**src/tmc_pkg.sv**
```systemverilog
package tmc_pkg;

    // ****************************************
    // register map
    // ****************************************
    localparam logic [19:0] ADDR_MODE_CLOCK = 20'hF0381;
    localparam logic [19:0] ADDR_PULSE_CFG = 20'hF0382;
    localparam logic [7:0] RESET_MODE_CLOCK = 8'h00;
    localparam logic [7:0] RESET_PULSE_CFG = 8'h00;
    localparam logic [7:0] WMASK_MODE_CLOCK = 8'hFB;
    localparam logic [7:0] WMASK_PULSE_CFG = 8'h7F;

    // ****************************************
    // field positions
    // ****************************************
    localparam int MODE_HI = 7;
    localparam int MODE_LO = 6;
    localparam int CLKDIV_HI = 5;
    localparam int CLKDIV_LO = 4;
    localparam int DRIVE_BIT = 3;
    localparam int CHARGE_BIT = 1;
    localparam int POWER_BIT = 0;
    localparam int NR_OFF_BIT = 6;
    localparam int BASE_HI = 5;
    localparam int BASE_LO = 4;
    localparam int RATIO_HI = 3;
    localparam int RATIO_LO = 0;

    // ****************************************
    // encodings and counts
    // ****************************************
    localparam logic [1:0] MODE_SELF_SINGLE = 2'h0;
    localparam logic [1:0] MODE_SELF_MULTI = 2'h1;
    localparam logic [1:0] MODE_MUTUAL = 2'h3;
    localparam logic [1:0] DIV_1 = 2'h0;
    localparam logic [1:0] DIV_2 = 2'h1;
    localparam logic [1:0] DIV_4 = 2'h2;
    localparam logic [1:0] BASE_510 = 2'h0;
    localparam logic [1:0] BASE_126 = 2'h1;
    localparam logic [1:0] BASE_62 = 2'h2;
    localparam logic [8:0] PULSES_510 = 9'h1FE;
    localparam logic [8:0] PULSES_126 = 9'h07E;
    localparam logic [8:0] PULSES_62 = 9'h03E;
    localparam logic [8:0] BASE_OFFSET = 9'h002;

endpackage : tmc_pkg

```
**src/tmc_byte_reg.sv**
```systemverilog
`timescale 1ns/1ps
// one byte register with bit or byte writes; masked bits hold zero
module tmc_byte_reg #(
    parameter logic [7:0] RESET_VAL = 8'h00,
    parameter logic [7:0] WMASK = 8'hFF
) (
    // clock and reset
    input wire logic clock_i,
    input wire logic rst_i,
    input wire logic ce_i,
    // write port
    input wire logic sel_i,
    input wire logic wr_i,
    input wire logic bit_mode_i,
    input wire logic [2:0] bit_idx_i,
    input wire logic [7:0] wdata_i,
    // value
    output logic [7:0] q_o
);
    logic [7:0] next_q;

    always_comb begin
        next_q = q_o;
        if (sel_i && wr_i) begin
            if (bit_mode_i) begin
                next_q[bit_idx_i] = wdata_i[0];
            end else begin
                next_q = wdata_i;
            end
        end
        next_q = next_q & WMASK;
    end

    always_ff @(posedge clock_i) begin
        if (rst_i) begin
            q_o <= RESET_VAL;
        end else if (ce_i) begin
            q_o <= next_q;
        end
    end
endmodule : tmc_byte_reg

```
**src/tmc_config_regs.sv**
```systemverilog
`timescale 1ns/1ps
module tmc_config_regs (
    // clock and reset
    input wire logic clock_i,
    input wire logic rst_i,
    input wire logic ce_i,
    // register access
    input wire logic [19:0] addr_i,
    input wire logic wr_i,
    input wire logic rd_i,
    input wire logic bit_mode_i,
    input wire logic [2:0] bit_idx_i,
    input wire logic [7:0] wdata_i,
    output logic [7:0] rdata_o,
    // decoded controls
    output logic [1:0] measure_mode_sel_o,
    output logic mode_prohibited_o,
    output logic [1:0] op_clock_div_sel_o,
    output logic op_clock_en_o,
    output logic supply_drive_high_o,
    output logic filter_cap_charge_sw_o,
    output logic touch_power_on_o,
    output logic highpass_nr_disable_o,
    output logic [8:0] base_pulses_o,
    output logic [12:0] measure_pulses_o,
    output logic [13:0] measure_time_clocks_o
);
    // ****************************************
    // state
    // ****************************************
    typedef struct packed {
        // bus side
        logic [7:0] rdata;
        // touch clock divider
        logic [1:0] div_cnt;
        logic op_clock_en;
        // mode/clock register fields
        logic [1:0] mode;
        logic mode_bad;
        logic [1:0] div_sel;
        logic drive;
        logic charge;
        logic power;
        // pulse configuration fields and derived counts
        logic nr_off;
        logic [8:0] base;
        logic [12:0] pulses;
        logic [13:0] time_clk;
    } tmc_state_s;

    tmc_state_s st;
    tmc_state_s next_st;
    logic [7:0] mode_clock;
    logic [7:0] pulse_cfg;
    logic sel_mode_clock;
    logic sel_pulse_cfg;

    // ****************************************
    // address decode
    // ****************************************
    // exact match only; any other address selects nothing and reads zero
    always_comb begin
        sel_mode_clock = 1'b0;
        sel_pulse_cfg = 1'b0;
        if (addr_i == tmc_pkg::ADDR_MODE_CLOCK) begin
            sel_mode_clock = 1'b1;
        end else if (addr_i == tmc_pkg::ADDR_PULSE_CFG) begin
            sel_pulse_cfg = 1'b1;
        end
    end

    // ****************************************
    // registers
    // ****************************************
    tmc_byte_reg #(
        .RESET_VAL(tmc_pkg::RESET_MODE_CLOCK),
        .WMASK(tmc_pkg::WMASK_MODE_CLOCK)
    ) u_mode_clock (
        .clock_i(clock_i),
        .rst_i(rst_i),
        .ce_i(ce_i),
        .sel_i(sel_mode_clock),
        .wr_i(wr_i),
        .bit_mode_i(bit_mode_i),
        .bit_idx_i(bit_idx_i),
        .wdata_i(wdata_i),
        .q_o(mode_clock)
    );

    tmc_byte_reg #(
        .RESET_VAL(tmc_pkg::RESET_PULSE_CFG),
        .WMASK(tmc_pkg::WMASK_PULSE_CFG)
    ) u_pulse_cfg (
        .clock_i(clock_i),
        .rst_i(rst_i),
        .ce_i(ce_i),
        .sel_i(sel_pulse_cfg),
        .wr_i(wr_i),
        .bit_mode_i(bit_mode_i),
        .bit_idx_i(bit_idx_i),
        .wdata_i(wdata_i),
        .q_o(pulse_cfg)
    );

    // ****************************************
    // decode
    // ****************************************
    always_comb begin
        logic [1:0] bsel;
        logic [3:0] ratio;
        logic [12:0] mp;
        logic [8:0] qterm;
        bsel = pulse_cfg[tmc_pkg::BASE_HI:tmc_pkg::BASE_LO];
        ratio = pulse_cfg[tmc_pkg::RATIO_HI:tmc_pkg::RATIO_LO];
        mp = 13'h0000;
        qterm = 9'h000;
        next_st = st;

        // read data only moves on a strobed read, so it stands until the next one
        if (rd_i) begin
            if (sel_mode_clock) begin
                next_st.rdata = mode_clock;
            end else if (sel_pulse_cfg) begin
                next_st.rdata = pulse_cfg;
            end else begin
                next_st.rdata = 8'h00;
            end
        end

        next_st.mode = mode_clock[tmc_pkg::MODE_HI:tmc_pkg::MODE_LO];
        next_st.mode_bad = (next_st.mode == 2'h2);
        next_st.div_sel = mode_clock[tmc_pkg::CLKDIV_HI:tmc_pkg::CLKDIV_LO];
        // divided touch clock as a one-cycle enable; prohibited code stops it
        next_st.div_cnt = st.div_cnt + 2'h1;
        case (next_st.div_sel)
            tmc_pkg::DIV_1: begin
                next_st.op_clock_en = 1'b1;
            end
            tmc_pkg::DIV_2: begin
                next_st.op_clock_en = (st.div_cnt[0] == 1'b1);
            end
            tmc_pkg::DIV_4: begin
                next_st.op_clock_en = (st.div_cnt == 2'h3);
            end
            default: begin
                next_st.op_clock_en = 1'b0;
            end
        endcase
        next_st.drive = mode_clock[tmc_pkg::DRIVE_BIT];
        next_st.charge = mode_clock[tmc_pkg::CHARGE_BIT];
        next_st.power = mode_clock[tmc_pkg::POWER_BIT];

        next_st.nr_off = pulse_cfg[tmc_pkg::NR_OFF_BIT];
        case (bsel)
            tmc_pkg::BASE_510: begin
                next_st.base = tmc_pkg::PULSES_510;
            end
            tmc_pkg::BASE_126: begin
                next_st.base = tmc_pkg::PULSES_126;
            end
            tmc_pkg::BASE_62: begin
                next_st.base = tmc_pkg::PULSES_62;
            end
            default: begin
                next_st.base = 9'h000;
            end
        endcase
        mp = 13'(next_st.base * ({1'b0, ratio} + 5'h01));
        next_st.pulses = mp;
        // quarter term truncated to whole base clocks
        qterm = 9'((next_st.base - tmc_pkg::BASE_OFFSET) >> 2);
        next_st.time_clk = {1'b0, mp} + {5'h00, qterm};
        // prohibited base code means no measurement, hence no time either
        if (next_st.base == 9'h000) begin
            next_st.time_clk = 14'h0000;
        end
    end

    // ****************************************
    // state update
    // ****************************************
    // ce_i low freezes the divider and every decoded output with the registers
    always_ff @(posedge clock_i) begin
        if (rst_i) begin
            st <= '0;
        end else if (ce_i) begin
            st <= next_st;
        end
    end

    // ****************************************
    // outputs
    // ****************************************
    assign rdata_o = st.rdata;
    assign measure_mode_sel_o = st.mode;
    assign mode_prohibited_o = st.mode_bad;
    assign op_clock_div_sel_o = st.div_sel;
    assign op_clock_en_o = st.op_clock_en;
    assign supply_drive_high_o = st.drive;
    assign filter_cap_charge_sw_o = st.charge;
    assign touch_power_on_o = st.power;
    assign highpass_nr_disable_o = st.nr_off;
    assign base_pulses_o = st.base;
    assign measure_pulses_o = st.pulses;
    assign measure_time_clocks_o = st.time_clk;
endmodule : tmc_config_regs

```
**config.mk**
```make
export PLATFORM = sky130hd
export DESIGN_NAME = tmc_config_regs
export DESIGN_NICKNAME = d
export VERILOG_FILES = /design/src/tmc_pkg.sv /design/src/tmc_byte_reg.sv /design/src/tmc_config_regs.sv
export SDC_FILE = /design/constraint.sdc
export NUM_CORES = 1
export LEC_CHECK = 0
export ABC_CLOCK_PERIOD_IN_PS = 5860
export BUFFER_PORTS_ARGS = -buffer_cell sky130_fd_sc_hd__buf_2
export CORE_UTILIZATION = 30
export CTS_BUF_LIST = sky130_fd_sc_hd__clkbuf_2
export CTS_CLUSTER_SIZE = 12
export DETAILED_ROUTE_END_ITERATION = 10
export PLACE_DENSITY = 0.53
export SLEW_MARGIN = 20
export SYNTH_ARGS = -nofsm -noshare
export SYNTH_HDL_FRONTEND = slang
export SYNTH_SLANG_ARGS = --single-unit
```
**constraint.sdc**
```tcl
create_clock -name clock_i -period 5.86 [get_ports clock_i]
set_input_delay 1.172 -clock clock_i [delete_from_list [all_inputs] [get_ports clock_i]]
set_output_delay 1.172 -clock clock_i [all_outputs]
set_load 0.03 [all_outputs]
```
==> results of run 1 <==
[path summary, 6_finish.rpt]
| check | startpoint | end | slack [ps] | cells after the start |
|---|---|---|---|---|
| worst min register to register | measure_time_clocks_o[6]$_SDFFE_PP0P_ | measure_time_clocks_o[6]$_SDFFE_PP0P_ | 480 | 2 |
| worst min-delay path | measure_time_clocks_o[6]$_SDFFE_PP0P_ | measure_time_clocks_o[6]$_SDFFE_PP0P_ | 480 | 2 |
| worst max-delay path | u_pulse_cfg.q_o[0]$_SDFFE_PP0P_ | measure_time_clocks_o[12]$_SDFFE_PP0P_ | 740 | 17 |
| worst max register to register | u_pulse_cfg.q_o[0]$_SDFFE_PP0P_ | measure_time_clocks_o[12]$_SDFFE_PP0P_ | 740 | 17 |
[layout make-up]
class | count | area share, %
sequential | 62 | 27.1
inverter | 34 | 2.79
tap | 180 | 4.93
timing repair buffer | 90 | 9.96
clock inverter | 7 | 1.59
clock buffer | 9 | 0.985
antenna | 1 | 0.0547
multi-input combinational | 329 | 52.5
[registers in the layout (all words and copies together), names as in the netlist, 2 cells and up]
name                   count
measure_time_clocks_o     13
measure_pulses_o          12
rdata_o                    8
u_mode_clock.q_o           7
u_pulse_cfg.q_o            7
base_pulses_o              3
measure_mode_sel_o         2
op_clock_div_sel_o         2
st                         2
[routing by layer]
layer,up-vias,global-route usage [%]
met5,-,0
met4,0,6.10
met3,7,3.05
met2,74,22.4
met1,1619,20.2
li1,1713,-
[worst max-delay path, cell delays in order (launching register included)]
cell and delay, ps:
dfxtp_1 540, ha_1 240, nand3_1 100, nor2_1 290, fa_1 450, inv_1 160, fa_1 470, fa_1 510
inv_1 40, ha_1 340, a21oi_1 170, xnor2_1 110, ha_1 350, nand2_1 100, o31ai_1 460, o211a_1 240
a2111oi_1 80, or3b_1 380
[synth_stat cells, drive strengths merged, types with 4 or more instances]
master	instances	area share [%]
a22oi	5	0.89
xor2	8	1.8
buf	60	10
fa	15	7.1
o21ai	20	2.4
clkbuf	10	1.1
ha	30	8.9
nand2	26	2.3
nand4	4	0.59
nand2b	4	0.59
a221oi	6	1.2
xnor2	15	3.3
a211oi	16	3.0
and2	4	0.62
a21oi	31	3.7
nor2	61	5.4
dfxtp	62	29
nor2b	7	1.2
inv	33	2.9
nor3	12	1.5
mux2i	19	4.5
nand3	13	1.5
[through the flow]
| stage | worst slack, ps | instance area, um^2 | std cells | utilization (%) |
|---|---|---|---|---|
| floorplan | 1340 | 4240 | 495 | - |
| global placement | 923 | 4450 | 695 | 32.2 |
| detailed placement | 754 | 4450 | 695 | 32.2 |
| CTS | 734 | 4570 | 711 | 33.0 |
| global route | 285 | 4570 | 712 | 33.1 |
| finish | 742 | 4570 | 712 | 33.1 |
[power breakdown]
group	leakage, uW	switching (uW)	internal (uW)
Clock	0.0000703	180	100
Sequential	0.000507	7.92	435
Combinational	0.00158	73.8	35.0
[cell families after synthesis]
group / share of synthesized area, %
buffers and inverters: 14.1
AOI/OAI and AO/OA: 14.7
muxes: 4.49
other: 0.0885
xor gates and xnor gates: 5.11
adders and majority gates: 15.9
DFF: 29.3
and+or+nand+nor: 16.3
==> reports/metrics.yaml, run 1 <==
run_status:
  outcome: "completed"
global_routing:
  grt_pass1_vias: 3264
  track_usage_pct: 14.8
  grt_pass1_wl_um: 16600
  grt-ovfl-total: 0
  antenna_found_initial: 1
  grt_max_degree: 62
routing:
  met2WireLength_um: 4770
  drt_pass1_iterations: 4
  drtAntennaViolNets: 0
  vias_per_cell: 4.79
  drt_iter0_drc: 158
  dr.max_layer_used: "met4"
  drc: 0
  vias: 3413
  wire_per_inst_um: 14.4
  dr_wl_met3_um: 370
  finalWirelength_um: 10200
  drt-met1-wl_um: 4960
yosys:
  avgSynthCellArea_um2: 8.58
  synth-seq-area-share_pct: 29.3
  syn_area_mm2: 0.00424
  yosysUniqueCellTypes: 57
  synth_edf_count: 0
  ys.flop_type: "dfxtp_1"
  syn_inst: 494
  synth_seq_cells: 62
  synthArstFlopShare_pct: 0
  synth_warnings: 0
sta:
  report.final.slew_viol_count: 0
  worstMarginPinSlew_ps: 664
  fmax_mhz: 195
  period_needed_ps: 5120
  setup_viol: 0
  hold_viol_final: 0
  rsz0062_at_grt: "false"
  slew_headroom_pct: 55.8
  whs_ps: 477
  fin_skew_ps: 45.0
  finalSetupTns_ps: 0
  fin_crit_sh_pct: 87.3
floorplan:
  die_h_um: 121
  rows: 43
  die_area_mm2: 0.0146
  die_w_um: 121
  ios: 91
  initial_core_util_pct: 30.7
  core_mm2: 0.0138
setup_path:
  setup.worst_path.end_class: "flop"
  cp_max_fo: 9
  arrival_ps: 5550
  crit_type: "flop to flop"
  worstPathRequired_ps: 6300
  startpoint_type: "flop"
cts:
  cts_num_sinks: 62
  cts_tree: "built"
  cts-root-buf: "clkbuf_2"
  clkTransAtPathRegs_ps: 190
  cts_setup_buffers: 0
  cts.path.max_buffers: 2
  htreeDepth: 3
  clkLatencyLatePin_ps: 550
  ctsHoldBuffers: 0
  cts_buffers: 9
  cts.repair.resized: 0
placement:
  gp_congestion: 0.805
  dp_hpwl_um: 7960
  numPortBuffers: 88
layout:
  final_nets: 608
  fillerInstances: 1484
  drive_above_1_share_pct: 21.8
  syn2layout_area_growth_pct: 7.85
  most-common-layout-cells: "buf_2, dfxtp_1, nor2_1"
  multiInputGateArea_mm2: 0.00240
  seq_area_mm2: 0.00124
  final_common_cell: "buf_2"
worst_hold_path:
  hp-class: "flop to flop"
pwr:
  power_density_mw_per_mm2: 182
  power_uw: 832
  ir_worst_vdd_mv: 0.0655
  p_leak_uw: 0.00216
run:
  cap_violations: 0
(Power assumes the default switching activity.)
==> inputs of run 2 (changes only) <==
--- a/config.mk
+++ b/config.mk
@@ -8,10 +8,10 @@
 export ABC_CLOCK_PERIOD_IN_PS = 5860
 export BUFFER_PORTS_ARGS = -buffer_cell sky130_fd_sc_hd__buf_2
 export CORE_UTILIZATION = 30
-export CTS_BUF_LIST = sky130_fd_sc_hd__clkbuf_2
+export CTS_BUF_LIST = sky130_fd_sc_hd__clkbuf_16
 export CTS_CLUSTER_SIZE = 12
 export DETAILED_ROUTE_END_ITERATION = 10
-export PLACE_DENSITY = 0.53
+export PLACE_DENSITY = 0.56
 export SLEW_MARGIN = 20
 export SYNTH_ARGS = -nofsm -noshare
 export SYNTH_HDL_FRONTEND = slang
==> reports/metrics.yaml, run 2 (synthesized netlist as in run 1, its figures left out) <==
cts:
  cts.repair.resized: 0  # unchanged
  cts_buffers: 9  # unchanged
  cts.path.max_buffers: 2  # unchanged
  cts_tree: "built"
  cts-root-buf: "clkbuf_16"
  ctsHoldBuffers: 0  # unchanged
  cts_num_sinks: 62  # unchanged
  clkLatencyLatePin_ps: 320  # -230 ps
  htreeDepth: 3  # unchanged
  cts_setup_buffers: 0  # unchanged
  clkTransAtPathRegs_ps: 50  # -140 ps
floorplan:
  ios: 91  # unchanged
  core_mm2: 0.0138  # unchanged
  die_area_mm2: 0.0146  # unchanged
  rows: 43  # unchanged
  die_h_um: 121  # unchanged
  initial_core_util_pct: 30.7  # unchanged
  die_w_um: 121  # unchanged
run_status:
  outcome: "completed"
routing:
  drtAntennaViolNets: 0  # unchanged
  drt_pass1_iterations: 5  # +1
  finalWirelength_um: 9860  # -3.7%
  drc: 0  # unchanged
  wire_per_inst_um: 13.9  # -3.4%
  vias: 3368  # -1.3%
  vias_per_cell: 4.74  # -1.0%
  drt_iter0_drc: 225  # +42%
pwr:
  power_uw: 1050  # +26%
  ir_worst_vdd_mv: 0.135  # +110%
  p_leak_uw: 0.00223  # +3.3%
  power_density_mw_per_mm2: 222  # +22%
layout:
  final_common_cell: "buf_2"
  syn2layout_area_growth_pct: 11.6
  antennaDiodeCount: 0  # -1
  final_area_mm2: 0.00473  # +3.5%
  post-route-util_pct: 34.2  # +1.2 points
  drive_above_1_share_pct: 21.3  # -0.52 points
  largest_reg_flops: 13  # unchanged
  most-common-layout-cells: "buf_2, dfxtp_1, nor2_1"
  final_nets: 608  # unchanged
placement:
  preCtsSetupSlack_ps: 754  # +0.0750 ps
  dp_hpwl_um: 7780  # -2.3%
  place_area_mm2: 0.00445  # unchanged
  gp_congestion: 0.786  # -2.4%
  numPortBuffers: 88  # unchanged
run:
  cap_violations: 0  # unchanged
sta:
  fin_crit_sh_pct: 86.9  # -0.39 points
  hold_viol_final: 0  # unchanged
  report.final.slew_viol_count: 0  # unchanged
  fin_skew_ps: 8.06  # -37.0 ps
  fmax_mhz: 196  # +0.45%
  setup_viol: 0  # unchanged
  finalSetupTns_ps: 0  # unchanged
  rsz0062_at_grt: "false"
  slew_headroom_pct: 58.3  # +2.6 points
  worstMarginPinSlew_ps: 625  # -38.3 ps
  period_needed_ps: 5100  # -22.9 ps
  setup_ws_ps: 765  # +22.9 ps
setup_path:
  max_stage_delay_ps: 510  # -30 ps
  r2r_cells: 17  # unchanged
  crit_type: "flop to flop"
  cp_cell_sequence: "ha_1 > nand3_1 > nor2_1 > fa_1 > inv_1 > fa_1 > fa_1 > inv_1 > ha_1 > a21oi_1 > xnor2_1 > ha_1 > nand2_1 > o31ai_1 > o211a_1 > a2111oi_1 > or3b_1"
  crit_slowest_cell: "fa_1"
  arrival_ps: 5300  # -250 ps
  crit_family: "adder cells"
  setup.worst_path.end_class: "flop"
  worstPathRequired_ps: 6070  # -230 ps
  crit_cells: 17  # unchanged
  cp_max_fo: 9  # unchanged
  startpoint_type: "flop"
  critPathBufInv: 2  # unchanged
global_routing:
  grt-ovfl-total: 0  # unchanged
  antenna_found_initial: 0  # -1
  track_usage_pct: 14.2  # -0.57 points
  grt_max_degree: 62  # unchanged
  grt_pass1_wl_um: 16100  # -2.9%
  grt_pass1_vias: 3183  # -2.5%
worst_hold_path:
  hp-class: "flop to flop"
  hold_depth: 2  # unchanged
run 2: cell types whose count changed in the layout (fill, tap and decap cells not counted):
cell | before | now
clkbuf_16 | 0 | 9
inv_1 | 33 | 34
inv_6 | 2 | 0
diode_2 | 1 | 0
clkbuf_2 | 9 | 0
clkinvlp_4 | 1 | 0
clkinv_1 | 2 | 3
run 2: path summary, 6_finish.rpt:
check	start	endpoint	slack (ps)
worst max-delay path	u_pulse_cfg.q_o[0]$_SDFFE_PP0P_	measure_time_clocks_o[12]$_SDFFE_PP0P_	760
worst min-delay path	rdata_o[7]$_SDFFE_PP0P_	rdata_o[7]$_SDFFE_PP0P_	450
worst max register to register	u_pulse_cfg.q_o[0]$_SDFFE_PP0P_	measure_time_clocks_o[12]$_SDFFE_PP0P_	760
worst min register to register	rdata_o[7]$_SDFFE_PP0P_	rdata_o[7]$_SDFFE_PP0P_	450
run 2: routing by layer:
metal / part of all wire [%] / GRT usage, % / wire length [um]
met5: 0 / 0 / 0
met4: 1.9 / 5.48 / 187
met3: 4.0 / 2.96 / 391
met2: 46 / 22.0 / 4530
met1: 48 / 19.2 / 4750
run 2: final cells by class:
class / count / area, um^2
fill: 1433 / 9090
multi-input combinational: 329 / 2400
sequential: 62 / 1240
timing repair buffer: 90 / 455
clock buffer: 9 / 225
tap: 180 / 225
inverter: 34 / 128
clock inverter: 6 / 55.1
run 2: where the power goes:
part,switching (uW),internal (uW),total (uW),leakage [uW]
combinational,73.0,35.1,108,0.00158
clock,179,322,500,0.000142
sequential,7.90,435,443,0.000507
total,259,791,1050,0.00223
run 2: per-stage QoR:
step / instances / hold slack (ps)
after floorplan: 495 / 432
after detailed placement: 695 / 451
after global routing: 710 / 480
after global placement: 695 / 443
after CTS: 710 / 457
final: 710 / 455
run 2: tightest hold or removal path, stage by stage, from the launching register on:
cell and delay, ps:
dfxtp_1 310, nand2_1 50, a21oi_1 50
